$ cat src/adcinj_pkg.sv
// Shared constants and types for the converter channel-injection path.
// Assumes one system clock and an asynchronous active-high reset.
// Function
// - New injection on unread result stalls converter
// - Software reads injected result once per injection
// - Clearing then setting wait-for-read releases stall
// - Injection converts one channel, mode untouched
// - Injections serviced during continuous or scan
// - Injection needs wait-for-read mode enabled; the code also injects with it off, overwriting an unread result
// - Injected result goes to injected result register
// - Injection completion sets flag and raises irq
// - Occupied temporary buffer holds off next conversion
// - Temporary buffer holds standard or injected result
// - Injected value kept buffered until earlier read
// - Read moves buffer and raises fresh irq
// - Compare event or software may trigger injection
// - Event transfer engine may collect injected results
// - Never let two injections precede result read
package adcinj_pkg;
   localparam int unsigned ADCINJ_DATA_W = 10;
   localparam int unsigned ADCINJ_CHAN_W = 5;
   localparam int unsigned ADCINJ_FIFO_DEPTH = 16;
   // Conversion time in ns and the derived cycle count at 40 MHz
   localparam int unsigned ADCINJ_CLK_NS = 25;
   localparam int unsigned ADCINJ_CONV_NS = 3000;
   localparam int unsigned ADCINJ_CONV_CYC = (ADCINJ_CONV_NS + ADCINJ_CLK_NS - 1) / ADCINJ_CLK_NS;
   localparam int unsigned ADCINJ_CNT_W = 8;
   localparam logic [ADCINJ_CNT_W-1:0] ADCINJ_CONV_LAST = ADCINJ_CNT_W'(ADCINJ_CONV_CYC - 1);
   localparam logic [ADCINJ_DATA_W-1:0] ADCINJ_RESULT_RST = 10'h000;
   localparam logic [ADCINJ_CHAN_W-1:0] ADCINJ_CHAN_RST = 5'h00;

   typedef enum logic [1:0] {
      ADCINJ_MODE_SINGLE,
      ADCINJ_MODE_CONT,
      ADCINJ_MODE_SCAN,
      ADCINJ_MODE_CONT_SCAN
   } adcinj_mode_e;

   typedef enum {
      ADCINJ_ST_IDLE,
      ADCINJ_ST_CONV,
      ADCINJ_ST_DONE
   } adcinj_state_e;
endpackage

$ cat src/adcinj_if.sv
// Connection between the converter end and the result reader end.
// Assumes both ends share mclk_in.
`timescale 1ns/1ps
interface adcinj_if;
   import adcinj_pkg::*;
   logic [ADCINJ_DATA_W-1:0] std_data;
   logic std_valid;
   logic std_ready;
   logic [ADCINJ_DATA_W-1:0] inj_data;
   logic injection_done_irq;
   logic inj_read;
   logic soft_inject;
   logic trigger_compare_channel;
   logic [ADCINJ_CHAN_W-1:0] inj_channel;
   logic wait_read_en;

   modport dev (
      output std_data, std_valid, inj_data, injection_done_irq,
      input std_ready, inj_read, soft_inject, trigger_compare_channel, inj_channel,
      wait_read_en
   );
   modport host (
      input std_data, std_valid, inj_data, injection_done_irq,
      output std_ready, inj_read, soft_inject, trigger_compare_channel, inj_channel,
      wait_read_en
   );
endinterface

$ cat src/adcinj_fifo.sv
// Flip-flop FIFO with valid/ready on both sides.
// Assumes a single clock and asynchronous active-high reset.
`timescale 1ns/1ps
module adcinj_fifo #(
   parameter int unsigned WIDTH = 10,
   parameter int unsigned DEPTH = 16
) (
   // Clock and reset
   input wire logic mclk_in,
   input wire logic rst_in,
   // Fill side
   input wire logic in_valid_in,
   output logic in_ready_out,
   input wire logic [WIDTH-1:0] in_data_in,
   // Drain side
   output logic out_valid_out,
   input wire logic out_ready_in,
   output logic [WIDTH-1:0] out_data_out
);
   localparam int unsigned AW = $clog2(DEPTH);

   typedef struct packed {
      logic [DEPTH-1:0][WIDTH-1:0] mem;
      logic [AW-1:0] wr;
      logic [AW-1:0] rd;
      logic [AW:0] cnt;
   } adcinj_fifo_s;

   adcinj_fifo_s st_q, st_d;
   logic push, pop;

   assign in_ready_out = (st_q.cnt != (AW+1)'(DEPTH));
   assign out_valid_out = (st_q.cnt != '0);
   assign out_data_out = st_q.mem[st_q.rd];
   assign push = in_valid_in && in_ready_out;
   assign pop = out_valid_out && out_ready_in;

   always_comb begin
      st_d = st_q;
      if (push) begin
         st_d.mem[st_q.wr] = in_data_in;
         st_d.wr = (st_q.wr == AW'(DEPTH-1)) ? '0 : st_q.wr + 1'b1;
      end
      if (pop) begin
         st_d.rd = (st_q.rd == AW'(DEPTH-1)) ? '0 : st_q.rd + 1'b1;
      end
      st_d.cnt = st_q.cnt + (AW+1)'(push) - (AW+1)'(pop);
   end

   always_ff @(posedge mclk_in or posedge rst_in) begin
      if (rst_in) begin
         st_q <= '0;
      end else begin
         st_q <= st_d;
      end
   end
endmodule

$ cat src/adcinj_dev.sv
// Converter end: standard sequence, channel injection, temporary buffer.
// Assumes the analog sample arrives as a same-clock word on sample_in.
`timescale 1ns/1ps
module adcinj_dev
   import adcinj_pkg::*;
(
   // Clock and reset
   input wire logic mclk_in,
   input wire logic rst_in,
   // Link to reader
   adcinj_if.dev lnk,
   // Converter setup
   input wire logic [1:0] mode_in,
   input wire logic [ADCINJ_CHAN_W-1:0] std_channel_in,
   input wire logic start_in,
   input wire logic [ADCINJ_DATA_W-1:0] sample_in,
   // Status
   output logic busy_out,
   output logic stalled_out,
   output logic injection_done_flag_out,
   output logic [ADCINJ_CHAN_W-1:0] conv_channel_out
);
   // ====================================================================
   // State
   typedef struct packed {
      adcinj_state_e st;
      logic [ADCINJ_CNT_W-1:0] cnt;
      logic cur_inj;
      logic [ADCINJ_CHAN_W-1:0] chan;
      logic [ADCINJ_CHAN_W-1:0] std_chan;
      logic [ADCINJ_CHAN_W-1:0] scan_top;
      logic running;
      logic inj_pend;
      logic [ADCINJ_DATA_W-1:0] inj_res;
      logic inj_unread;
      logic [ADCINJ_DATA_W-1:0] tmp;
      logic tmp_full;
      logic tmp_inj;
      logic wr_was_off;
      logic flag;
      logic irq;
      logic [ADCINJ_DATA_W-1:0] std_wr;
      logic std_wr_v;
   } adcinj_dev_s;

   adcinj_dev_s q, d;
   logic fifo_ready;
   logic std_slot_free;
   logic conv_end;

   // ====================================================================
   // Standard result FIFO
   adcinj_fifo #(.WIDTH(ADCINJ_DATA_W), .DEPTH(ADCINJ_FIFO_DEPTH)) u_fifo (
      .mclk_in(mclk_in),
      .rst_in(rst_in),
      .in_valid_in(q.std_wr_v),
      .in_ready_out(fifo_ready),
      .in_data_in(q.std_wr),
      .out_valid_out(lnk.std_valid),
      .out_ready_in(lnk.std_ready),
      .out_data_out(lnk.std_data)
   );

   // ====================================================================
   // Helpers
   // Slot for a standard result: empty, or its word leaves this cycle
   assign std_slot_free = !q.std_wr_v || fifo_ready;
   // Last counted cycle of a conversion
   assign conv_end = (q.st == ADCINJ_ST_CONV) && (q.cnt == ADCINJ_CONV_LAST);

   // Next standard channel; a continuous scan starts again at its top channel
   function automatic logic [ADCINJ_CHAN_W-1:0] next_chan(
      input logic [1:0] m, input logic [ADCINJ_CHAN_W-1:0] c,
      input logic [ADCINJ_CHAN_W-1:0] top);
      if (!m[1]) begin
         next_chan = c;
      end else if (c != '0) begin
         next_chan = c - 1'b1;
      end else if (m[0]) begin
         next_chan = top;
      end else begin
         next_chan = '0;
      end
   endfunction

   // ====================================================================
   // Next state
   always_comb begin
      d = q;
      d.irq = 1'b0;
      // Remembers a low level so that only a real off-then-on releases
      d.wr_was_off = !lnk.wait_read_en;
      if (q.std_wr_v && fifo_ready) begin
         d.std_wr_v = 1'b0;
      end
      // Latched once; a repeat while pending is absorbed
      if (lnk.soft_inject || lnk.trigger_compare_channel) begin
         d.inj_pend = 1'b1;
      end
      // A read frees the result register and refills it from the buffer when that holds an injected result
      if (lnk.inj_read && q.inj_unread) begin
         d.inj_unread = 1'b0;
         if (q.tmp_full && q.tmp_inj) begin
            d.inj_res = q.tmp;
            d.tmp_full = 1'b0;
            d.inj_unread = 1'b1;
            d.flag = 1'b1;
            d.irq = 1'b1;
         end
      end
      // Buffered standard result drains when the FIFO slot is free
      if (q.tmp_full && !q.tmp_inj && std_slot_free && !d.std_wr_v) begin
         d.std_wr = q.tmp;
         d.std_wr_v = 1'b1;
         d.tmp_full = 1'b0;
      end
      // Toggling wait-for-read off then on drops a stuck buffer
      if (lnk.wait_read_en && q.wr_was_off) begin
         d.tmp_full = 1'b0;
      end
      unique case (q.st)
         ADCINJ_ST_IDLE: begin
            // No new conversion while the buffer is occupied
            if (!q.tmp_full) begin
               if (q.inj_pend) begin
                  // Injection leaves mode and std channel untouched
                  d.st = ADCINJ_ST_CONV;
                  d.cur_inj = 1'b1;
                  d.chan = lnk.inj_channel;
                  d.cnt = '0;
                  d.inj_pend = lnk.soft_inject || lnk.trigger_compare_channel;
               end else if (q.running) begin
                  d.st = ADCINJ_ST_CONV;
                  d.cur_inj = 1'b0;
                  d.chan = q.std_chan;
                  d.cnt = '0;
               end
            end
         end
         ADCINJ_ST_CONV: begin
            d.cnt = q.cnt + 1'b1;
            if (conv_end) begin
               d.st = ADCINJ_ST_DONE;
            end
         end
         ADCINJ_ST_DONE: begin
            d.st = ADCINJ_ST_IDLE;
            if (q.cur_inj) begin
               if (d.inj_unread && lnk.wait_read_en) begin
                  // Held in the buffer until the earlier result is read
                  d.tmp = sample_in;
                  d.tmp_full = 1'b1;
                  d.tmp_inj = 1'b1;
               end else begin
                  d.inj_res = sample_in;
                  d.inj_unread = 1'b1;
                  d.flag = 1'b1;
                  d.irq = 1'b1;
               end
            end else begin
               if (std_slot_free && !d.std_wr_v) begin
                  d.std_wr = sample_in;
                  d.std_wr_v = 1'b1;
               end else begin
                  // FIFO full: the result waits here and stalls the converter
                  d.tmp = sample_in;
                  d.tmp_full = 1'b1;
                  d.tmp_inj = 1'b0;
               end
               d.std_chan = next_chan(mode_in, q.std_chan, q.scan_top);
               // Single conversion and plain scan stop after their last channel
               if (mode_in == 2'(ADCINJ_MODE_SINGLE) ||
                   (mode_in == 2'(ADCINJ_MODE_SCAN) && q.std_chan == '0)) begin
                  d.running = 1'b0;
               end
            end
         end
      endcase
      // A start pulse wins over a sequence ending in the same cycle
      if (start_in) begin
         d.running = 1'b1;
         d.std_chan = std_channel_in;
         d.scan_top = std_channel_in;
      end
   end

   // ====================================================================
   // Link outputs
   // Injected result and its completion pulse
   assign lnk.inj_data = q.inj_res;
   assign lnk.injection_done_irq = q.irq;

   // ====================================================================
   // Registers
   always_ff @(posedge mclk_in or posedge rst_in) begin
      if (rst_in) begin
         q <= '0;
         busy_out <= 1'b0;
         stalled_out <= 1'b0;
         injection_done_flag_out <= 1'b0;
         conv_channel_out <= ADCINJ_CHAN_RST;
      end else begin
         q <= d;
         busy_out <= d.st != ADCINJ_ST_IDLE;
         stalled_out <= d.tmp_full;
         injection_done_flag_out <= d.flag;
         conv_channel_out <= d.chan;
      end
   end
endmodule

$ cat src/flat_wrapper.sv
// flat-port wrapper written by rule: the top's interface ports become plain ports
module adcinj_dev_flat import adcinj_pkg::*;
  (mclk_in, rst_in, mode_in, std_channel_in, start_in, sample_in, busy_out, stalled_out, injection_done_flag_out, conv_channel_out, lnk_std_data, lnk_std_valid, lnk_inj_data, lnk_injection_done_irq, lnk_std_ready, lnk_inj_read, lnk_soft_inject, lnk_trigger_compare_channel, lnk_inj_channel, lnk_wait_read_en);
  adcinj_if lnk_i ();
  input wire logic mclk_in;
  input wire logic rst_in;
  input wire logic [1:0] mode_in;
  input wire logic [ADCINJ_CHAN_W-1:0] std_channel_in;
  input wire logic start_in;
  input wire logic [ADCINJ_DATA_W-1:0] sample_in;
  output logic busy_out;
  output logic stalled_out;
  output logic injection_done_flag_out;
  output logic [ADCINJ_CHAN_W-1:0] conv_channel_out;
  output wire logic [$bits(lnk_i.std_data)-1:0] lnk_std_data;
  output wire logic [$bits(lnk_i.std_valid)-1:0] lnk_std_valid;
  output wire logic [$bits(lnk_i.inj_data)-1:0] lnk_inj_data;
  output wire logic [$bits(lnk_i.injection_done_irq)-1:0] lnk_injection_done_irq;
  input wire logic [$bits(lnk_i.std_ready)-1:0] lnk_std_ready;
  input wire logic [$bits(lnk_i.inj_read)-1:0] lnk_inj_read;
  input wire logic [$bits(lnk_i.soft_inject)-1:0] lnk_soft_inject;
  input wire logic [$bits(lnk_i.trigger_compare_channel)-1:0] lnk_trigger_compare_channel;
  input wire logic [$bits(lnk_i.inj_channel)-1:0] lnk_inj_channel;
  input wire logic [$bits(lnk_i.wait_read_en)-1:0] lnk_wait_read_en;
  assign lnk_std_data = lnk_i.std_data;
  assign lnk_std_valid = lnk_i.std_valid;
  assign lnk_inj_data = lnk_i.inj_data;
  assign lnk_injection_done_irq = lnk_i.injection_done_irq;
  assign lnk_i.std_ready = lnk_std_ready;
  assign lnk_i.inj_read = lnk_inj_read;
  assign lnk_i.soft_inject = lnk_soft_inject;
  assign lnk_i.trigger_compare_channel = lnk_trigger_compare_channel;
  assign lnk_i.inj_channel = lnk_inj_channel;
  assign lnk_i.wait_read_en = lnk_wait_read_en;
  adcinj_dev u_core (.mclk_in(mclk_in), .rst_in(rst_in), .lnk(lnk_i), .mode_in(mode_in), .std_channel_in(std_channel_in), .start_in(start_in), .sample_in(sample_in), .busy_out(busy_out), .stalled_out(stalled_out), .injection_done_flag_out(injection_done_flag_out), .conv_channel_out(conv_channel_out));
endmodule
$ cat config.mk
export PLATFORM = sky130hd
export DESIGN_NAME = adcinj_dev_flat
export DESIGN_NICKNAME = d
export VERILOG_FILES = /design/src/adcinj_pkg.sv /design/src/adcinj_if.sv /design/src/adcinj_fifo.sv /design/src/adcinj_dev.sv /design/src/flat_wrapper.sv
export SDC_FILE = /design/constraint.sdc
export NUM_CORES = 1
export LEC_CHECK = 0
export BUFFER_PORTS_ARGS = -buffer_cell sky130_fd_sc_hd__clkbuf_2
export CAP_MARGIN = 5
export CELL_PAD_IN_SITES_DETAIL_PLACEMENT = 1
export CELL_PAD_IN_SITES_GLOBAL_PLACEMENT = 1
export CORE_UTILIZATION = 29
export CTS_CLUSTER_DIAMETER = 100
export DETAILED_ROUTE_END_ITERATION = 10
export PLACE_DENSITY_LB_ADDON = 0.1
export SYNTH_ARGS = -nofsm -noshare
export SYNTH_HDL_FRONTEND = slang
export SYNTH_SLANG_ARGS = --single-unit
export TNS_END_PERCENT = 30
$ cat constraint.sdc
create_clock -name mclk_in -period 9.86 [get_ports mclk_in]
set_clock_uncertainty 0.15 [all_clocks]
set_input_delay 0.493 -clock mclk_in [delete_from_list [all_inputs] [get_ports mclk_in]]
set_output_delay 0.493 -clock mclk_in [all_outputs]
set_load 0.05 [all_outputs]
# Word-level counts from Yosys, hierarchy flattened
# Cells that the tools add are included.
# classes
muxes	47
bitwise	1
add_sub_neg	6
eq_ne	13
reduce_logical	37
n_lt_le_gt_ge	3
# ops
op	count
bitwise mux 160 bit	1
two-way mux 46 bit	3
case mux 32 bit (3 select lines)	1
two-way mux 11 bit	8
== test 32 x 2 -> 1 bit (second input constant)	2
binary-select mux 10 bit (select 4 bit)	1
demux 10 bit (select 4 bit)	1
two-way mux 12 bit	3
== test 32 x 1 -> 1 bit (second input constant)	1
logical NOT 32 bit	1
two-way mux 32 bit	1
nonzero test 32 bit	1
two-way mux 5 bit	5
two-way mux 23 bit	1
two-way mux 10 bit	2
case mux 8 bit (2 select lines)	1
AND reduction 3 bit	5
logical AND 1 bit	13
two-way mux 13 bit	1
two-way mux 1 bit	12
less-than comparator 4 x 5 -> 1 bit (second input constant)	2
nonzero test 2 bit	5
nonzero test 5 bit	2
adder 4 x 1 -> 4 bit (second input constant)	2
other kinds (19)	32
# totals
elab_cells	145
input_bits	30
reg_bits	269

# Depth between registers and ports, before layout
# Gate-level depths: netlist of the first run.
# depth
ltp_word	11
depth_mapped	13
depth_no_buf	13

# Cells and area by module
# A second synthesis of the first run with hierarchy kept.
# hier_totals
hier_cells	951
area_unflattened_um2	12650.9
# modules_own_cells
module	n_inst	cells_each	area_each_um2
adcinj_fifo	1	556	8388.0
adcinj_dev	1	395	4262.8

# Worst setup path after synthesis of the first run
# OpenSTA, ideal clock, no wires.
# synth_timing
path_kind	register -> register
from	register u_core.u_fifo.st_q[3] (netlist bit)
to	register u_core.u_fifo.st_q[4] (netlist bit)
setup_time_ns	0.123
period_less_slack_ns	3.299
required_ns	9.587
path_slack_ns	6.561
arrival_ns	3.026
stages_incl_launch_ff	14
path_cell_list	dfrtp_1 > inv_1 > ha_1 > or4b_2 > and2_1 > clkbuf_1 > ha_1 > inv_1 > ha_1 > fa_1 > a21oi_1 > nor2_1 > nor2_1 > xnor2_1
# synth_lines
element	line	rtl
start: declaration	adcinj_fifo.sv:29	adcinj_fifo_s st_q, st_d;
start signal: assignment	adcinj_fifo.sv:54	st_q <= st_d;

# Final worst setup path of the first run
# layout_timing
from	register u_core.u_fifo.st_q[5] (netlist bit)
to	output port lnk_std_data[9]
# layout_between
elab_chain_cells	2
# layout_lines
element	line	rtl
binary-select mux 10 bit (select 4 bit)	adcinj_fifo.sv:34	assign out_data_out = st_q.mem[st_q.rd];
two-way mux 10 bit (implied by the code)	adcinj_fifo.sv:34	
end: declaration	flat_wrapper.sv:15	output wire logic [$bits(lnk_i.std_data)-1:0] lnk_std_data;
# Every way passes these cells. The select of a mux whose other input is x is not followed.

==> results.txt, run 1 <==
outcome -> finished, violations left
violated checks -> negative hold slack
antenna violations before repair -> 1
area fraction of the dominant cell type after synthesis -> 54.7%
area growth from synthesis to layout -> 16.5%
count of flip-flops with a built-in enable after synthesis -> 0
kind of start point of the critical path -> flop
Final Wtd Congestion -> 0.693
number of violations of the max-capacitance limit -> 0
leakage dissipation -> 6.81 nW
Die Y -> 208 µm
total standard cell area after synthesis -> 12300 µm²
ports placed on the boundary -> 60
worst-case clock buffer depth -> 3
share of synthesized area occupied by flip-flops and latches -> 54.7%
final wirelength -> 31800 µm
sum of overflow across all layers after global routing -> 0
maximum operating frequency -> 250 MHz
final setup fails -> 0
worst-case hold slack -> -49.7 ps
share of post-route cells with drive strength above 1 -> 42.6%
synthesized net count -> 898
Cells after Synth -> 854
buffer type at the clock tree root -> clkbuf_16
highest metal layer with signal wires -> met4
antenna viol nets, final -> 0
number of distinct library cell variants in the gate-level netlist after synthesis -> 66
slew at the pin closest to its max-slew limit -> 1100 ps
routed len/inst -> 21.6 µm
minimum clock period -> 4000 ps
largest vdd supply drop -> 0.120 mV
total of warnings raised by yosys -> 0
share of the cycle needed by the critical path after routing -> 40.6%
area of the core -> 41900 µm²
top area cells in the synthesized netlist -> dfrtp_1 (55%), mux2_2 (18%), mux4_2 (9.2%), mux2_1 (1.6%), and2_1 (1.6%)
crit path DAT -> 3360 ps
flop and latch count out of synthesis -> 269
maximum number of pins on one net before global-route repair -> 149
cell type contributing the most total cell area after synthesis -> dfrtp_1
global-route wire length before repair -> 51000 µm
total power per unit cell area -> 203 nW/µm²
hold crit path type -> primary input to async pin
post-CTS setup buffers -> 0
clock input transition at the sequential cells of the worst setup and hold paths -> 60 ps
die area -> 43200 µm²
global router's overall resource usage -> 15.6%
number of input and output port buffers inserted -> 59
Final Hold Vio Count -> 10
clock insertion delay at the later pin of the skew report -> 550 ps
placed wire-length estimate -> 19000 µm
total length of routed met3 wires -> 817 µm
required arrival time at the worst endpoint -> 9220 ps
net count reported at finish -> 952
placed instance count -> 1406
count of vias placed by the detailed router -> 7123
post-synthesis async set-or-reset flop share -> 100%
# diodes -> 0
maximum fanout count along the critical path -> 25
RSZ-0062 raised after global routing -> no
count of placed standard cells in the final layout, fillers left out -> 1474
synthesized area divided by synthesized cell count -> 14.4 µm²
Core Rows -> 75
TritonCTS clock tree -> yes
met2 wire length -> 15700 µm
worst setup path category -> flop to output port
via count of the first global-routing pass -> 7994
flip-flop cell with the highest count after synthesis -> dfrtp_1
length of the first detailed-routing pass in iterations -> 4
Residual DRC -> 0
TNS Setup -> 0 ps
horizontal die dimension -> 208 µm
post-route met1 wirelength -> 14700 µm
TritonCTS buffer count -> 36
Max Transition Viols Final -> 0
starting utilization of the core area -> 29.4%
number of DRC violations after detailed-routing iteration 0 -> 223
H-Tree Level Count -> 2
CTS sink count -> 269
post-DR vias/cell -> 4.83
critical path endpoint category -> output port
Relative slew margins -> 26.6%
==> cells in the mapped netlist, drive strengths merged (10+ instances only) <==
cell / instances
a21oi: 13
and2: 32
buf: 26
clkbuf: 33
dfrtp: 269
ha: 13
inv: 21
mux2: 214
mux4: 50
nand2: 24
nand3: 24
nand4: 10
nor2: 20
nor4: 14
o21ai: 17
==> area by class of cell <==
type	instances	area, µm²
Fill cell	4352	27500
Sequential cell	269	6730
Multi-Input combinational cell	505	5220
Clock buffer	51	1040
Tap cell	539	674
Timing Repair Buffer	75	435
Clock inverter	14	150
Inverter	21	86.3
==> path summary, 6_finish.rpt <==
path | from | to | slack (ps) | depth (start not counted)
min in group mclk_in | std_channel_in[2] | u_core.q[41] | 40 | 2
max in group asynchronous | rst_in | u_core.u_fifo.st_q[39] | 8190 | 3
hold / removal | rst_in | u_core.injection_done_flag_out | -50 | 2
setup / recovery | u_core.u_fifo.st_q[5] | lnk_std_data[9] | 5860 | 4
setup reg to reg | u_core.u_fifo.st_q[3] | u_core.u_fifo.st_q[4] | 6660 | 12
hold reg to reg | u_core.injection_done_flag_out | u_core.injection_done_flag_out | 320 | 1
==> power breakdown <==
| group | switching, mW | leakage, nW | internal, mW |
|---|---|---|---|
| sequential | 0.116 | 3.64 | 1.15 |
| clock | 0.513 | 0.594 | 0.790 |
| combinational | 0.176 | 2.58 | 0.165 |
| total | 0.805 | 6.81 | 2.11 |
==> worst max-delay path: stages (launching register included) <==
cell	delay (ps)
dfrtp_2	910
buf_4	530
mux4_2	570
mux4_2	510
clkbuf_2	260
==> layer usage <==
layer | track usage, % | vias to the layer above
li1 | - | 3226
met1 | 20.7 | 3782
met2 | 25.8 | 72
met3 | 2.55 | 43
met4 | 5.03 | 0
met5 | 0 | -
==> repair_timing <==
action                                 CTS  global route
endpoints found under the hold margin    2             0
resized for setup                        0             0
hold buffers                             3             0
==> kinds of logic after synthesis <==
| group | share of synthesized area [%] |
|---|---|
| multiplexers | 29.4 |
| XOR/XNOR | 0.783 |
| adder cells (fa/ha/maj) | 1.48 |
| AO/OA/AOI/OAI | 2.88 |
| AND/OR/NAND/NOR | 7.78 |
| buffers and inverters | 2.96 |
| flip-flops | 54.7 |
==> state kept, by name (all words and copies together), names as in the netlist <==
| register | cells |
|---|---|
| u_core.u_fifo.st_q | 173 |
| u_core.lnk.inj_data | 10 |
| u_core.injection_done_flag_out | 1 |
| u_core.stalled_out | 1 |
| u_core.busy_out | 1 |
| u_core.lnk.injection_done_irq | 1 |
| u_core.conv_channel_out | 5 |
| u_core.q | 77 |
==> per-stage QoR <==
| step | hold WS (ps) | util, % | cell area (µm²) | power [mW] | worst slack (ps) |
|---|---|---|---|---|---|
| final | -49.7 | 34.3 | 14300 | 2.91 | 5860 |
| after detailed placement | 309 | 31.3 | 13100 | 1.64 | 6350 |
| after global routing | 24.1 | 34.3 | 14300 | 3.06 | 5630 |
| after CTS | 14.7 | 34.3 | 14300 | 2.98 | 5740 |
| after global placement | 307 | 31.3 | 13100 | 1.63 | 6370 |
| after floorplan | 304 | - | 12300 | 1.53 | 1810 |
==> cell usage in the layout (no fill, tap or decap), types with 13 or more instances in the layout <==
cell | Yosys | final
mux2_1 | 18 | 18
nand3_1 | 24 | 24
dfrtp_1 | 269 | 267
nand2_1 | 23 | 23
o21ai_0 | 14 | 14
clkbuf_2 | 0 | 59
clkbuf_16 | 0 | 36
mux2_2 | 196 | 196
mux4_2 | 50 | 50
and2_1 | 31 | 31
inv_1 | 21 | 20
nor2_1 | 20 | 20
ha_1 | 13 | 13
No activity file was read; power rests on OpenSTA's default activity.
==> run 2, diff against run 1 <==
clock period = 4.09 ns   (was 9.86 ns; I/O delays follow)
==> results.txt, run 2 (synthesized netlist as in run 1, its figures left out) <==
outcome -> complete, no violations
ports placed on the boundary -> 60
Final Hold Vio Count -> 0
source of the critical timing path -> u_core.u_fifo.st_q[5]
die area -> 43200 µm²
Core Rows -> 75
Die Y -> 208 µm
area of the multi-input gates -> 5210 µm²
count of vias placed by the detailed router -> 7292
worst r2r path cells -> 12
CTS Hold Buffers Added -> 30
max reg flops -> 173
antenna viol nets, final -> 0
Residual DRC -> 0
hold crit path type -> primary input to flop
total power per unit cell area -> 484 nW/µm²
Worst Slack Setup Final -> 938 ps
minimum clock period -> 3150 ps
number of DRC violations after detailed-routing iteration 0 -> 285
TritonCTS clock tree -> yes
count of placed standard cells in the final layout, fillers left out -> 1505
most common cell after layout, fill and taps aside -> dfrtp_1
horizontal die dimension -> 208 µm
leakage dissipation -> 6.95 nW
via count of the first global-routing pass -> 8206
maximum operating frequency -> 317 MHz
required arrival time at the worst endpoint -> 3740 ps
placed wire-length estimate -> 19800 µm
hold path cells -> 5
length of the first detailed-routing pass in iterations -> 4
post-DR vias/cell -> 4.85
largest vdd supply drop -> 0.307 mV
overall power -> 7.12 mW
maximum fanout count along the critical path -> 30
share of post-route cells with drive strength above 1 -> 41.6%
H-Tree Level Count -> 2
TritonCTS buffer count -> 35
final wirelength -> 30500 µm
RSZ-0062 raised after global routing -> no
worst-case clock buffer depth -> 3
final setup fails -> 0
starting utilization of the core area -> 29.4%
sequential standard cell area -> 6730 µm²
number of input and output port buffers inserted -> 59
number of cells on the critical path -> 4
buffer type at the clock tree root -> clkbuf_16
number of violations of the max-capacitance limit -> 0
number of gates resized after cts -> 0
area of the core -> 41900 µm²
antenna violations before repair -> 0
commonest non-fill, non-tap cells in the layout -> dfrtp_1 (267), mux2_2 (196), clkbuf_2 (59), mux4_2 (50), clkbuf_16 (36)
Relative slew margins -> 29.6%
library cell appearing most often on the critical path -> mux4_2
start of the worst register-to-register path -> u_core.u_fifo.st_q[3]
global-route wire length before repair -> 50400 µm
# diodes -> 0
flop2flop setup slack -> 950 ps
share of the cycle needed by the critical path after routing -> 77.1%
worst setup path category -> flop to output port
capture point of the worst reg-to-reg path -> u_core.u_fifo.st_q[4]
routed len/inst -> 20.3 µm
maximum number of pins on one net before global-route repair -> 69
fill cell count -> 4342
crit path DAT -> 2800 ps
library cell contributing the largest single delay on the critical path -> mux4_2
max incr delay on CP -> 600 ps
Final Wtd Congestion -> 0.684
sum of overflow across all layers after global routing -> 0
Max Transition Viols Final -> 0
kind of start point of the critical path -> flop
critical path endpoint category -> output port
worst-case setup slack after placement -> 931 ps
worst-case hold slack -> 14.0 ps
series of cell instances along the critical path -> buf_4, mux4_2, mux4_2, clkbuf_2
global router's overall resource usage -> 15.1%
clock input transition at the sequential cells of the worst setup and hold paths -> 60 ps
net count reported at finish -> 985
area growth from synthesis to layout -> 19.5%
CTS sink count -> 269
WP buf/inv -> 2
register with the most flip-flops -> u_core.u_fifo.st_q
slew at the pin closest to its max-slew limit -> 1060 ps
placed instance count -> 1413
clock insertion delay at the later pin of the skew report -> 530 ps
endpoint of the worst setup timing path -> lnk_std_data[5]
largest delay contributor family on the critical path -> multiplexers
post-CTS setup buffers -> 0
TNS Setup -> 0 ps
==> run 2: cell count changes in the layout (fill, tap and decap cells not counted), sizes merged <==
| cell | change |
|---|---|
| buf | +7 |
| clkinvlp | +4 |
| bufinv | +2 |
| inv | -2 |
| clkinv | -5 |
| clkbuf | -2 |
| dlygate4sd3 | +27 |
==> run 2: worst register-to-register path, cell delays in order, from the launching register on <==
cell and delay, ps:
dfrtp_1 390, inv_1 90, ha_1 160, or4b_2 590, and2_1 250, ha_1 300
inv_1 40, ha_1 220, fa_1 440, a21oi_1 140, nor2_1 50, nor2_1 110
xnor2_1 130
==> run 2: layer usage <==
metal / track usage, % / routed length (µm) / vias up
met5: 0 / 0 / -
met4: 4.24 / 571 / 0
met3: 2.57 / 875 / 43
met2: 24.2 / 14800 / 74
met1: 21.0 / 14300 / 3871
li1: - / - / 3304
==> run 2: layout make-up <==
type | count | share of cell area, %
Sequential cell | 269 | 45.8
Multi-Input combinational cell | 505 | 35.5
Clock buffer | 49 | 6.87
Timing Repair Buffer | 109 | 5.41
Tap cell | 539 | 4.59
Clock inverter | 13 | 1.28
Inverter | 21 | 0.562
==> run 2: report_power, final <==
part / switching (mW) / internal, mW / total, mW
registers: 0.254 / 2.77 / 3.03
logic: 0.477 / 0.443 / 0.920
clock network: 1.19 / 1.98 / 3.17
total: 1.92 / 5.19 / 7.12
==> run 2: worst min-delay path by stage <==
| stage | start | to | slack, ps |
|---|---|---|---|
| floorplan | lnk_wait_read_en | u_core.q[13] | 110 |
| global placement | lnk_wait_read_en | u_core.q[13] | 240 |
| detailed placement | lnk_wait_read_en | u_core.q[13] | 240 |
| CTS | mode_in[1] | u_core.q[38] | 8 |
| global route | mode_in[1] | u_core.q[38] | 90 |
| finish | mode_in[1] | u_core.q[38] | 10 |
==> run 2: through the flow <==
| step | area (µm²) | util, % |
|---|---|---|
| 4_1_cts | 14700 | 35.1 |
| 3_5_place_dp | 13200 | 31.5 |
| 6_report | 14700 | 35.1 |
| 2_1_floorplan | 12300 | - |
| 5_1_grt | 14700 | 35.1 |
| 3_3_place_gp | 13200 | 31.5 |
==> run 3, diff against run 2 <==
clock period = 2.5 ns   (was 4.09 ns; I/O delays follow)
==> results.txt, run 3 (synthesized netlist as in run 1, its figures left out) <==
outcome -> finished, violations left
violated checks -> negative setup slack
hold crit path type -> primary input to async pin
flop2flop setup slack -> -190 ps
crit path DAT -> 2470 ps
die area -> 43200 µm²
antenna viol nets, final -> 0
post-DR vias/cell -> 4.81
library cell appearing most often on the critical path -> mux4_2
portion of total power attributed to the clock network -> 42.5%
Max Transition Viols Final -> 0
ports placed on the boundary -> 60
switching part of the total power -> 26.9%
# diodes -> 0
count of vias placed by the detailed router -> 7505
TritonCTS clock tree -> yes
maximum number of pins on one net before global-route repair -> 133
clock input transition at the sequential cells of the worst setup and hold paths -> 60 ps
max incr delay on CP -> 510 ps
worst-case clock buffer depth -> 3
via count of the first global-routing pass -> 8404
Residual DRC -> 0
internal power contribution -> 8.86 mW
routed len/inst -> 20.2 µm
Final Wtd Congestion -> 0.725
maximum operating frequency -> 364 MHz
starting utilization of the core area -> 29.4%
register with the most flip-flops -> u_core.u_fifo.st_q
sum of overflow across all layers after global routing -> 0
area of the multi-input gates -> 5270 µm²
fill cell count -> 4363
number of DRC violations after detailed-routing iteration 0 -> 295
library cell contributing the largest single delay on the critical path -> mux4_2
share of the cycle needed by the critical path after routing -> 110%
final core area utilization -> 36.9%
worst setup path category -> flop to output port
endpoint of the worst setup timing path -> lnk_std_data[5]
slew at the pin closest to its max-slew limit -> 814 ps
start of the worst register-to-register path -> u_core.u_fifo.st_q[3]
WP buf/inv -> 3
sequential standard cell area -> 6730 µm²
placed wire-length estimate -> 20500 µm
total power per unit cell area -> 784 nW/µm²
clock insertion delay at the later pin of the skew report -> 530 ps
area of the core -> 41900 µm²
series of cell instances along the critical path -> buf_6, clkbuf_16, mux4_2, mux4_2, buf_8
most common cell after layout, fill and taps aside -> dfrtp_1
net count reported at finish -> 1040
global router's overall resource usage -> 15.4%
sequential fraction of design power -> 39.4%
CTS sink count -> 269
TritonCTS buffer count -> 34
commonest non-fill, non-tap cells in the layout -> dfrtp_1 (267), mux2_2 (196), buf_4 (51), mux4_2 (50), clkbuf_2 (49)
Die Y -> 208 µm
critical path endpoint category -> output port
worst r2r path cells -> 12
share of post-route cells with drive strength above 1 -> 45.3%
number of violations of the max-capacitance limit -> 0
largest vdd supply drop -> 0.341 mV
kind of start point of the critical path -> flop
Combinational Power Share -> 18.1%
source of the critical timing path -> u_core.u_fifo.st_q[5]
required arrival time at the worst endpoint -> 2230 ps
capture point of the worst reg-to-reg path -> u_core.u_fifo.st_q[4]
H-Tree Level Count -> 2
Core Rows -> 75
final wirelength -> 31500 µm
antenna violations before repair -> 0
Worst Slack Setup Final -> -247 ps
switching power -> 3.26 mW
leakage dissipation -> 7.31 nW
Final Hold Vio Count -> 0
buffer type at the clock tree root -> clkbuf_16
largest delay contributor family on the critical path -> multiplexers
number of input and output port buffers inserted -> 59
max reg flops -> 173
overall power -> 12.1 mW
horizontal die dimension -> 208 µm
maximum fanout count along the critical path -> 5
global-route wire length before repair -> 51300 µm
length of the first detailed-routing pass in iterations -> 4
worst-case setup slack after placement -> -591 ps
RSZ-0062 raised after global routing -> yes
Relative slew margins -> 45.7%
final setup fails -> 12
minimum clock period -> 2750 ps
area growth from synthesis to layout -> 25.6%
number of cells on the critical path -> 5
## run 3: worst register-to-register path: cells and delay by family (launching register included)
family,cells,cell delay (ps)
adder cells (fa/ha/maj),4,900
AND/OR/NAND/NOR,4,790
flip-flops,1,390
buffers and inverters,2,130
AO/OA/AOI/OAI,1,130
XOR/XNOR,1,130
## run 3: worst min path at each step
stage                     start                        endpoint  cells past startpoint
6_report                 rst_in  u_core.injection_done_flag_out                      4
5_1_grt                  rst_in  u_core.injection_done_flag_out                      4
4_1_cts                  rst_in  u_core.injection_done_flag_out                      4
3_5_place_dp             rst_in  u_core.injection_done_flag_out                      3
3_3_place_gp             rst_in  u_core.injection_done_flag_out                      3
2_1_floorplan  lnk_wait_read_en                    u_core.q[13]                      1
## run 3: metal layers
metal | vias to the layer above | share of wire [%] | GRT usage, %
met1 | 3976 | 45 | 20.3
li1 | 3409 | - | -
met5 | - | 0 | 0
met2 | 72 | 49 | 25.5
met3 | 48 | 2.9 | 2.76
met4 | 0 | 2.4 | 5.31
## run 3: final cells by class
cell class	count	area share (%)
inverter	21	0.534
clock inverter	10	1.17
multi-input combinational	505	34.1
timing repair buffer	165	9.94
clock buffer	50	6.29
sequential	269	43.6
tap	539	4.36
## run 3: through the flow
| stage | TNS (ps) | std cells | hold slack [ps] | cell area [µm²] |
|---|---|---|---|---|
| global placement | -1250 | 1459 | 63.7 | 13700 |
| global route | -3430 | 1559 | 75.9 | 15500 |
| floorplan | -360090 | 854 | 34.4 | 12300 |
| CTS | -3290 | 1558 | 37.5 | 15400 |
| finish | -2380 | 1559 | 71.3 | 15500 |
| detailed placement | -1520 | 1459 | 68.7 | 13700 |
## run 3: timing repair
item | 4_1_cts | 5_1_grt
setup endpoints to repair | 14 | 17
pin swaps | 5 | 2
setup buffers | 5 | 1
hold endpoints to repair | 320 | 0
cloned | 2 | 1
resized for setup | 36 | 14
hold buffers | 32 | 0
## run 3: power groups by stage
stage	logic (mW)	registers [mW]	clock network, mW
final	2.20	4.77	5.15
after global routing	2.43	4.80	5.49
after CTS	2.25	4.77	5.34
after detailed placement	1.94	4.84	0
after global placement	1.93	4.84	0
after floorplan	1.32	4.73	0
